**src/rtl/cas_pkg.sv**
```systemverilog
// package: register map, reset values, timing and carrier types for the channel alarm block
package cas_pkg;

    // ------------------------------------------------------------------
    // register indices (byte address is four times the index)
    // ------------------------------------------------------------------
    localparam logic [10:0] CAS_IDX_ERROR_INTERRUPT_MASK = 11'h7dd;
    localparam logic [10:0] CAS_IDX_ALARM_STATUS_A = 11'h7de;
    localparam logic [10:0] CAS_IDX_ALARM_STATUS_B = 11'h7df;
    localparam logic [10:0] CAS_IDX_STATUS_A_MASK = 11'h7e0;
    localparam logic [10:0] CAS_IDX_STATUS_B_MASK = 11'h7e1;
    localparam logic [10:0] CAS_IDX_STATUS_A_EDGE = 11'h7e2;
    localparam logic [10:0] CAS_IDX_STATUS_B_EDGE = 11'h7e3;
    localparam logic [10:0] CAS_IDX_STATUS_A_STICKY = 11'h7e4;
    localparam logic [10:0] CAS_IDX_STATUS_B_STICKY = 11'h7e5;
    localparam logic [10:0] CAS_IDX_ERROR_STICKY = 11'h7e6;

    // ------------------------------------------------------------------
    // implemented bits and reset values
    // ------------------------------------------------------------------
    localparam logic [7:0] CAS_ERR_BITS = 8'h3f;
    localparam logic [7:0] CAS_STAT_A_BITS = 8'h9f;
    localparam logic [7:0] CAS_STAT_B_BITS = 8'he3;
    localparam logic [7:0] CAS_ERR_MASK_RST = 8'h3f;
    localparam logic [7:0] CAS_STAT_A_MASK_RST = 8'h9f;
    localparam logic [7:0] CAS_STAT_B_MASK_RST = 8'he3;
    localparam logic [7:0] CAS_ZERO8_RST = 8'h00;
    localparam logic [31:0] CAS_ZERO32_RST = 32'h0000_0000;

    // ------------------------------------------------------------------
    // field positions
    // ------------------------------------------------------------------
    localparam int CAS_B_ACTIVATE_POS = 1;
    localparam int CAS_B_DEACTIVATE_POS = 0;

    // ------------------------------------------------------------------
    // timing: clock rate and qualifying times
    // ------------------------------------------------------------------
    localparam longint unsigned CAS_CLK_KHZ = 250000;
    localparam longint unsigned CAS_SHORT_QUAL_MS = 40;
    // 5.1 s held in milliseconds
    localparam longint unsigned CAS_LONG_QUAL_MS = 5100;
    localparam longint unsigned CAS_SHORT_QUAL_CYC = CAS_SHORT_QUAL_MS * CAS_CLK_KHZ;
    localparam longint unsigned CAS_LONG_QUAL_CYC = CAS_LONG_QUAL_MS * CAS_CLK_KHZ;

    // ------------------------------------------------------------------
    // types
    // ------------------------------------------------------------------
    typedef enum logic [1:0] {
        CAS_BUS_IDLE = 2'b01,
        CAS_BUS_ACK = 2'b10
    } cas_bus_st_t;

    // live detector levels
    typedef struct packed {
        logic auto_loopback_state;
        logic driver_overcurrent_state;
        logic tx_clock_missing_state;
        logic tx_signal_loss_state;
        logic sys_signal_loss_state;
        logic line_signal_loss_state;
        logic sys_alarm_indication_state;
        logic line_alarm_indication_state;
        logic pattern_sync_state;
        logic inband_activate_detect;
        logic inband_deactivate_detect;
    } cas_alarm_t;

    // one-cycle error event pulses, packed in error mask bit order 5..0
    typedef struct packed {
        logic sys_bipolar_violation;
        logic line_bipolar_violation;
        logic sys_excess_zeros;
        logic line_excess_zeros;
        logic pattern_error;
        logic error_counter_overflow;
    } cas_error_t;

    typedef struct packed {
        cas_bus_st_t bus_st;
        logic waitreq;
        logic [31:0] rdata;
        logic irq;
        logic [7:0] err_mask;
        logic [7:0] mask_a;
        logic [7:0] mask_b;
        logic [7:0] edge_a;
        logic [7:0] edge_b;
        logic [7:0] sticky_a;
        logic [7:0] sticky_b;
        logic [7:0] sticky_err;
        logic [7:0] stat_a;
        logic [7:0] stat_b;
        logic [31:0] act_cnt;
        logic [31:0] deact_cnt;
    } cas_state_t;

endpackage

```
**src/rtl/cas_channel_alarm.sv**
```systemverilog
// module: per-channel alarm status, interrupt masks and sticky interrupt logic
`timescale 1ns/1ps

// How it works
// - implemented mask bits reset to 1 (masked); writing 0 enables the interrupt.
// - error mask bit 5 gates the system-side bipolar violation interrupt.
// - error mask bit 4 gates the line-side bipolar violation interrupt.
// - error mask bit 3 gates the system-side excess zeros interrupt.
// - error mask bit 2 gates the line-side excess zeros interrupt.
// - error mask bit 1 gates the test pattern error interrupt.
// - status A bit 7 shows automatic loopback state, zero after reset.
// - status A bit 4 shows line driver over-current fault, zero after reset.
// - status A bit 3 shows transmit clock missing.
// - status A bit 2 shows transmit-side loss of signal.
// - status A bit 1 shows system-side loss of signal.
// - status A bit 0 shows line-side loss of signal.
// - status B bit 7 shows system-side alarm indication, zero after reset.
// - status B bit 6 shows line-side alarm indication, zero after reset.
// - status B bit 5 shows test pattern sync, zero when out of sync.
// - status B bit 1 sets after activate code qualifies; over 5.1 s with auto loopback.
// - status B bit 0 sets after deactivate code over 40 ms, T1/J1, auto off.
// - status sticky bits set on rising edge, or any edge when edge-select is 1; error sticky bits set on each event cycle.
// - writing 1 clears a sticky bit, writing 0 leaves it alone.
// - any set sticky bit with mask 0 raises the interrupt pin.
module cas_channel_alarm #(
    parameter int unsigned SHORT_QUAL_CYCLES = 32'(cas_pkg::CAS_SHORT_QUAL_CYC),
    parameter int unsigned LONG_QUAL_CYCLES = 32'(cas_pkg::CAS_LONG_QUAL_CYC)
) (
    input wire logic MCLK_IN,
    input wire logic RST_N_IN,
    input wire logic [12:0] ADDRESS_IN,
    input wire logic READ_IN,
    input wire logic WRITE_IN,
    input wire logic [3:0] BYTEENABLE_IN,
    input wire logic [31:0] WRITEDATA_IN,
    output logic [31:0] READDATA_OUT,
    output logic WAITREQUEST_OUT,
    input wire cas_pkg::cas_alarm_t ALARM_IN,
    input wire cas_pkg::cas_error_t ERROR_EVT_IN,
    input wire logic AUTO_LOOPBACK_CONTROL_IN,
    input wire logic T1_MODE_IN,
    output logic IRQ_OUT
);

    // ------------------------------------------------------------------
    // parameter checks
    // ------------------------------------------------------------------
    if (SHORT_QUAL_CYCLES < 1 || LONG_QUAL_CYCLES < 1) begin : g_bad_qual
        $error("qualifying cycle counts must be at least one");
    end
    if (SHORT_QUAL_CYCLES == 32'hffff_ffff || LONG_QUAL_CYCLES == 32'hffff_ffff) begin : g_bad_max
        $error("qualifying cycle counts must leave room in the counter");
    end

    // ------------------------------------------------------------------
    // state
    // ------------------------------------------------------------------
    cas_pkg::cas_state_t state_q;
    cas_pkg::cas_state_t state_d;

    logic [7:0] new_a;
    logic [7:0] new_b;
    logic [7:0] ev_a;
    logic [7:0] ev_b;
    logic [7:0] ev_err;
    logic [7:0] clr_a;
    logic [7:0] clr_b;
    logic [7:0] clr_err;
    logic [7:0] rd_val;
    logic [7:0] wbyte;
    logic [31:0] act_limit;
    logic act_qual;
    logic deact_qual;
    logic req;
    logic mapped;
    logic wr_now;

    // ------------------------------------------------------------------
    // next-state logic
    // ------------------------------------------------------------------
    always_comb begin
        state_d = state_q;

        // live levels sampled each cycle
        new_a = 8'h00;
        new_a[7] = ALARM_IN.auto_loopback_state;
        new_a[4] = ALARM_IN.driver_overcurrent_state;
        new_a[3] = ALARM_IN.tx_clock_missing_state;
        new_a[2] = ALARM_IN.tx_signal_loss_state;
        new_a[1] = ALARM_IN.sys_signal_loss_state;
        new_a[0] = ALARM_IN.line_signal_loss_state;

        // activate code qualification timer
        act_limit = AUTO_LOOPBACK_CONTROL_IN ? LONG_QUAL_CYCLES : SHORT_QUAL_CYCLES;
        act_qual = 1'b0;
        if (!ALARM_IN.inband_activate_detect) begin
            state_d.act_cnt = cas_pkg::CAS_ZERO32_RST;
        end else if (state_q.act_cnt >= act_limit) begin
            act_qual = 1'b1;
        end else begin
            state_d.act_cnt = state_q.act_cnt + 32'h0000_0001;
        end

        // deactivate code qualification, T1/J1 with auto loopback off only
        deact_qual = 1'b0;
        if (!ALARM_IN.inband_deactivate_detect || !T1_MODE_IN
                || AUTO_LOOPBACK_CONTROL_IN) begin
            state_d.deact_cnt = cas_pkg::CAS_ZERO32_RST;
        end else if (state_q.deact_cnt >= SHORT_QUAL_CYCLES) begin
            deact_qual = 1'b1;
        end else begin
            state_d.deact_cnt = state_q.deact_cnt + 32'h0000_0001;
        end

        new_b = 8'h00;
        new_b[7] = ALARM_IN.sys_alarm_indication_state;
        new_b[6] = ALARM_IN.line_alarm_indication_state;
        new_b[5] = ALARM_IN.pattern_sync_state;
        new_b[cas_pkg::CAS_B_ACTIVATE_POS] = act_qual;
        new_b[cas_pkg::CAS_B_DEACTIVATE_POS] = deact_qual;

        state_d.stat_a = new_a & cas_pkg::CAS_STAT_A_BITS;
        state_d.stat_b = new_b & cas_pkg::CAS_STAT_B_BITS;

        // transition events per bit
        ev_a = 8'h00;
        ev_b = 8'h00;
        for (int i = 0; i < 8; i++) begin
            ev_a[i] = state_q.edge_a[i] ? (state_d.stat_a[i] ^ state_q.stat_a[i])
                : (state_d.stat_a[i] & ~state_q.stat_a[i]);
            ev_b[i] = state_q.edge_b[i] ? (state_d.stat_b[i] ^ state_q.stat_b[i])
                : (state_d.stat_b[i] & ~state_q.stat_b[i]);
        end
        ev_err = {2'b00, ERROR_EVT_IN};

        // bus slave: one wait cycle, then a single acknowledge cycle
        req = READ_IN | WRITE_IN;
        mapped = (ADDRESS_IN[1:0] == 2'b00);
        rd_val = 8'h00;
        if (mapped) begin
            case (ADDRESS_IN[12:2])
                cas_pkg::CAS_IDX_ERROR_INTERRUPT_MASK: rd_val = state_q.err_mask;
                cas_pkg::CAS_IDX_ALARM_STATUS_A: rd_val = state_q.stat_a;
                cas_pkg::CAS_IDX_ALARM_STATUS_B: rd_val = state_q.stat_b;
                cas_pkg::CAS_IDX_STATUS_A_MASK: rd_val = state_q.mask_a;
                cas_pkg::CAS_IDX_STATUS_B_MASK: rd_val = state_q.mask_b;
                cas_pkg::CAS_IDX_STATUS_A_EDGE: rd_val = state_q.edge_a;
                cas_pkg::CAS_IDX_STATUS_B_EDGE: rd_val = state_q.edge_b;
                cas_pkg::CAS_IDX_STATUS_A_STICKY: rd_val = state_q.sticky_a;
                cas_pkg::CAS_IDX_STATUS_B_STICKY: rd_val = state_q.sticky_b;
                cas_pkg::CAS_IDX_ERROR_STICKY: rd_val = state_q.sticky_err;
                default: rd_val = 8'h00;
            endcase
        end

        wr_now = 1'b0;
        case (state_q.bus_st)
            cas_pkg::CAS_BUS_IDLE: begin
                if (req) begin
                    state_d.bus_st = cas_pkg::CAS_BUS_ACK;
                    state_d.waitreq = 1'b0;
                    if (READ_IN) begin
                        state_d.rdata = {24'h00_0000, rd_val};
                    end
                end
            end
            cas_pkg::CAS_BUS_ACK: begin
                state_d.bus_st = cas_pkg::CAS_BUS_IDLE;
                state_d.waitreq = 1'b1;
                wr_now = WRITE_IN & BYTEENABLE_IN[0] & mapped;
            end
            default: begin
                state_d.bus_st = cas_pkg::CAS_BUS_IDLE;
                state_d.waitreq = 1'b1;
            end
        endcase

        // register writes; status registers have no write path
        wbyte = WRITEDATA_IN[7:0];
        clr_a = 8'h00;
        clr_b = 8'h00;
        clr_err = 8'h00;
        if (wr_now) begin
            case (ADDRESS_IN[12:2])
                cas_pkg::CAS_IDX_ERROR_INTERRUPT_MASK:
                    state_d.err_mask = wbyte & cas_pkg::CAS_ERR_BITS;
                cas_pkg::CAS_IDX_STATUS_A_MASK:
                    state_d.mask_a = wbyte & cas_pkg::CAS_STAT_A_BITS;
                cas_pkg::CAS_IDX_STATUS_B_MASK:
                    state_d.mask_b = wbyte & cas_pkg::CAS_STAT_B_BITS;
                cas_pkg::CAS_IDX_STATUS_A_EDGE:
                    state_d.edge_a = wbyte & cas_pkg::CAS_STAT_A_BITS;
                cas_pkg::CAS_IDX_STATUS_B_EDGE:
                    state_d.edge_b = wbyte & cas_pkg::CAS_STAT_B_BITS;
                cas_pkg::CAS_IDX_STATUS_A_STICKY: clr_a = wbyte;
                cas_pkg::CAS_IDX_STATUS_B_STICKY: clr_b = wbyte;
                cas_pkg::CAS_IDX_ERROR_STICKY: clr_err = wbyte;
                default: clr_a = 8'h00;
            endcase
        end

        // sticky bits: a new event wins over a clear in the same cycle
        state_d.sticky_a = ((state_q.sticky_a & ~clr_a) | ev_a)
            & cas_pkg::CAS_STAT_A_BITS;
        state_d.sticky_b = ((state_q.sticky_b & ~clr_b) | ev_b)
            & cas_pkg::CAS_STAT_B_BITS;
        state_d.sticky_err = ((state_q.sticky_err & ~clr_err) | ev_err)
            & cas_pkg::CAS_ERR_BITS;

        // error mask bits 5..0 line up with the error event bits
        state_d.irq = |(state_d.sticky_err[5:3] & ~state_d.err_mask[5:3])
            | |(state_d.sticky_err[2:0] & ~state_d.err_mask[2:0])
            | |(state_d.sticky_a & ~state_d.mask_a)
            | |(state_d.sticky_b & ~state_d.mask_b);
    end

    // ------------------------------------------------------------------
    // state register
    // ------------------------------------------------------------------
    always_ff @(posedge MCLK_IN or negedge RST_N_IN) begin
        if (!RST_N_IN) begin
            state_q.bus_st <= cas_pkg::CAS_BUS_IDLE;
            state_q.waitreq <= 1'b1;
            state_q.rdata <= cas_pkg::CAS_ZERO32_RST;
            state_q.irq <= 1'b0;
            state_q.err_mask <= cas_pkg::CAS_ERR_MASK_RST;
            state_q.mask_a <= cas_pkg::CAS_STAT_A_MASK_RST;
            state_q.mask_b <= cas_pkg::CAS_STAT_B_MASK_RST;
            state_q.edge_a <= cas_pkg::CAS_ZERO8_RST;
            state_q.edge_b <= cas_pkg::CAS_ZERO8_RST;
            state_q.sticky_a <= cas_pkg::CAS_ZERO8_RST;
            state_q.sticky_b <= cas_pkg::CAS_ZERO8_RST;
            state_q.sticky_err <= cas_pkg::CAS_ZERO8_RST;
            state_q.stat_a <= cas_pkg::CAS_ZERO8_RST;
            state_q.stat_b <= cas_pkg::CAS_ZERO8_RST;
            state_q.act_cnt <= cas_pkg::CAS_ZERO32_RST;
            state_q.deact_cnt <= cas_pkg::CAS_ZERO32_RST;
        end else begin
            state_q <= state_d;
        end
    end

    // ------------------------------------------------------------------
    // outputs
    // ------------------------------------------------------------------
    assign READDATA_OUT = state_q.rdata;
    assign WAITREQUEST_OUT = state_q.waitreq;
    assign IRQ_OUT = state_q.irq;

endmodule // cas_channel_alarm

```
**config.mk**
```make
export PLATFORM = sky130hd
export DESIGN_NAME = cas_channel_alarm
export DESIGN_NICKNAME = d
export VERILOG_FILES = /design/src/rtl/cas_pkg.sv /design/src/rtl/cas_channel_alarm.sv
export SDC_FILE = /design/constraint.sdc
export NUM_CORES = 1
export LEC_CHECK = 0
export BUFFER_PORTS_ARGS = -buffer_cell sky130_fd_sc_hd__buf_2
export CORE_ASPECT_RATIO = 0.9
export CORE_MARGIN = 1.5
export CORE_UTILIZATION = 58
export DETAILED_ROUTE_END_ITERATION = 16
export PLACE_DENSITY_LB_ADDON = 0.08
export SETUP_SLACK_MARGIN = 0.1
export SYNTH_ARGS = -nofsm -noshare
export SYNTH_HDL_FRONTEND = slang
export SYNTH_SLANG_ARGS = --single-unit
```
**constraint.sdc**
```tcl
create_clock -name MCLK_IN -period 4.55 [get_ports MCLK_IN]
set_clock_uncertainty 0.15 [all_clocks]
set_input_delay 0 -clock MCLK_IN [delete_from_list [all_inputs] [get_ports MCLK_IN]]
set_output_delay 0 -clock MCLK_IN [all_outputs]
set_load 0.1 [all_outputs]
```
==> results.toml <==
[clocking]
htree_num_levels = 4
cts.path.max_buffers = 2
insertion_delay_ns = 0.42
root_buffer = "clkbuf_16"
cts_sinks = 136
clk_pin_slew_worst_paths_ns = 0.06
cts_tree = "yes"
cts-buffers-inserted = 17
postCtsSetupBuffers = 0

[global_route]
use_met1 = 0.345
grt_max_degree = 100
grt.overflow.total = 0
antenna_found_initial = 0
busiest_layer = "met2"
track_usage = 0.280
grt_use_met3 = 0.0622
grt_pass1_vias = 5931
met2_usage = 0.487
grt_pass1_wl_um = 28800

[route]
drtIter0Drc = 530
first_pass_iters = 5
drc = 0
drt-wirelength-per-cell_um = 17.9
wl_um = 17700
vias_per_cell = 6.06
vias = 5981
final_antenna_net_count = 0

[yosys]
netlist_top_cells_area = "dfrtp_1, dfstp_2, ha_1, mux2_2, buf_4"
synth_seq_cells = 136
yosys_most_used_dff = "dfrtp_1"
async_flop_share = 1.00
seq_area_frac_synth = 0.469
avgSynthCellArea_um2 = 10.0
syn_inst = 728
synth_edf_count = 0
ys_types = 62
synth_top_area_cell = "dfrtp_1"
synth_top_area_share = 0.405
yosys_warnings = 0
syn_area_um2 = 7300

[power]
clkPwrFrac = 0.476
leakagePower_uw = 0.00385
intPower_uw = 2170
combPwrFrac = 0.097
power.density_nw_per_um2 = 341
power_frac_seq = 0.427
switching_share = 0.253
p_switching_uw = 736
power.total_uw = 2910
peakVddDrop_mv = 0.267

[place]
dp_cells = 920
hpwl_um = 11800
gp_congestion = 0.904
port_buffers = 54

[worst_hold_path]
holdPathStages = 5
hold_class = "in -> reg"
min_to = "state_q[89]$_DFF_PN0_"
hp-start = "ADDRESS_IN[5]"

[worst_setup_path]
critPathKind = "reg -> reg"
worstPathArrival_ns = 3.93
ff2ff_path_depth = 13
cp.required_ns = 4.70
start_kind = "register"
r2r-start = "state_q[49]$_DFFE_PN0N_"
rr_endpoint = "IRQ_OUT$_DFF_PN0_"
worstPathMaxFanout = 9
r2r_setup_slack_ns = 0.77
crit_path_end_kind = "register"

[die]
boundaryPins = 106
rows = 38
initial_core_util = 0.600
core_um2 = 12200
die-area_um2 = 13300
die_y_um = 109
die_w_um = 121

[cells_and_area]
area_growth_pct = 16.9
nFillCells = 938
nNetsFinal = 913
layoutNonFillerInstCount = 987
drive_gt1_frac = 0.173
n_antenna_cell = 0

[sta]
fin_crit_ns = 3.78
max_slew_margin = 0.136
rsz0062_at_grt = "no"
tightest_slew_ns = 1.29
finalSetupTns_ns = 0
finalHoldViolCount = 0
period_share = 0.831
fmax_mhz = 265
finalSetupViolCount = 0
drv_slew = 0

[status]
status = "complete, no violations"

[flow_run]
drv_cap = 0
## sequential cells by signal, summed over array words and instances, names as in the netlist, named ones only
signal / cells
state_q: 122
READDATA_OUT: 8
IRQ_OUT: 1
## layout make-up
class	count	area (µm²)	share of cell area
Multi-Input combinational cell	516	3450	0.405
Sequential cell	136	3430	0.402
Tap cell	160	200	0.0235
Timing Repair Buffer	96	679	0.0797
Inverter	47	176	0.0207
Clock inverter	7	90.1	0.0106
Clock buffer	25	505	0.0593
## metal layers
metal | up-vias | share of wire
met1 | 2963 | 0.42
met4 | 0 | 0.024
li1 | 2771 | -
met5 | - | 0
met2 | 205 | 0.50
met3 | 42 | 0.057
## stage by stage
step | hold WS [ns] | worst slack, ns | instance area [µm²] | util
after floorplan | -0.446 | 1.16 | 7380 | -
after global placement | -0.0236 | 0.804 | 7580 | 0.623
after detailed placement | -0.0213 | 0.695 | 7580 | 0.623
after CTS | 0.0289 | 0.779 | 8530 | 0.701
after global routing | 0.0720 | 0.598 | 8530 | 0.701
final | 0.0550 | 0.770 | 8530 | 0.701
## kinds of logic after synthesis
family                     count (synthesis)  share of synthesized area
muxes                                     29                     0.0437
other                                      1                   0.000514
adders and majority gates                 27                     0.0463
AOI/OAI and AO/OA                        159                      0.155
and+or+nand+nor                          252                      0.186
buffers and inverters                     99                     0.0696
DFF                                      136                      0.469
xor gates and xnor gates                  25                     0.0300
## worst max path at each step
stage,startpoint,end,slack (ns),cells past startpoint
after global routing,state_q[50]$_DFFE_PN0N_,IRQ_OUT$_DFF_PN0_,0.60,13
final,state_q[49]$_DFFE_PN0N_,IRQ_OUT$_DFF_PN0_,0.77,13
after global placement,AUTO_LOOPBACK_CONTROL_IN,IRQ_OUT$_DFF_PN0_,0.80,15
after floorplan,state_q[57]$_DFFE_PN0N_,IRQ_OUT$_DFF_PN0_,1.16,12
after detailed placement,AUTO_LOOPBACK_CONTROL_IN,IRQ_OUT$_DFF_PN0_,0.70,15
after CTS,state_q[49]$_DFFE_PN0N_,IRQ_OUT$_DFF_PN0_,0.78,13
## timing repair
action / CTS / global route
gates resized for setup: 0 / 0
hold buffers: 35 / 0
hold endpoints to repair: 180 / 0
## layout by cell type (no fill, tap or decap), types with 17 or more instances in the layout
cell / instances
dfrtp_1: 118
o21ai_0: 17
dlygate4sd3_1: 35
clkbuf_16: 17
and2_1: 23
nand3_1: 22
buf_2: 53
a21oi_1: 43
nor2_1: 59
ha_1: 27
dfstp_2: 18
conb_1: 24
inv_1: 46
mux2_2: 23
nand4_1: 27
xor2_1: 18
nand2_1: 41
## worst max-delay path, stage by stage (launching register included)
cell and delay [ns]:
dfrtp_1 0.41, ha_1 0.31, a21o_1 0.19, a221o_1 0.34
a22o_1 0.26, a31oi_4 0.29, o21ai_1 0.30, and2_1 0.28
ha_1 0.28, a21oi_1 0.06, a21oi_1 0.17, o22a_1 0.18
nand4b_1 0.11, or3_1 0.32
## synthesized netlist by cell type (all sizes together), types with 4 or more instances
cell type	count
and3	8
o21bai	4
inv	46
or2	5
nand4b	5
nor2	59
xnor2	7
mux2	23
clkbuf	17
buf	35
a22o	6
a31oi	9
a22oi	10
a21o	14
o31ai	9
mux2i	6
nor3	7
dfstp	18
nand2	41
nor4	13
or3	14
ha	27
and2	23
and4	7
nand2b	6
a21oi	43
or4	13
nand3	22
o21ai	20
a221oi	8
a222oi	5
xor2	18
dfrtp	118
nand4	27
## power by group through the flow
stage	sequential, µW	clock [µW]	combinational [µW]
floorplan	1300	0	161
global placement	1260	0	251
detailed placement	1260	0	257
CTS	1240	1400	282
global route	1240	1450	304
finish	1240	1380	281
(Power assumes the default switching activity.)
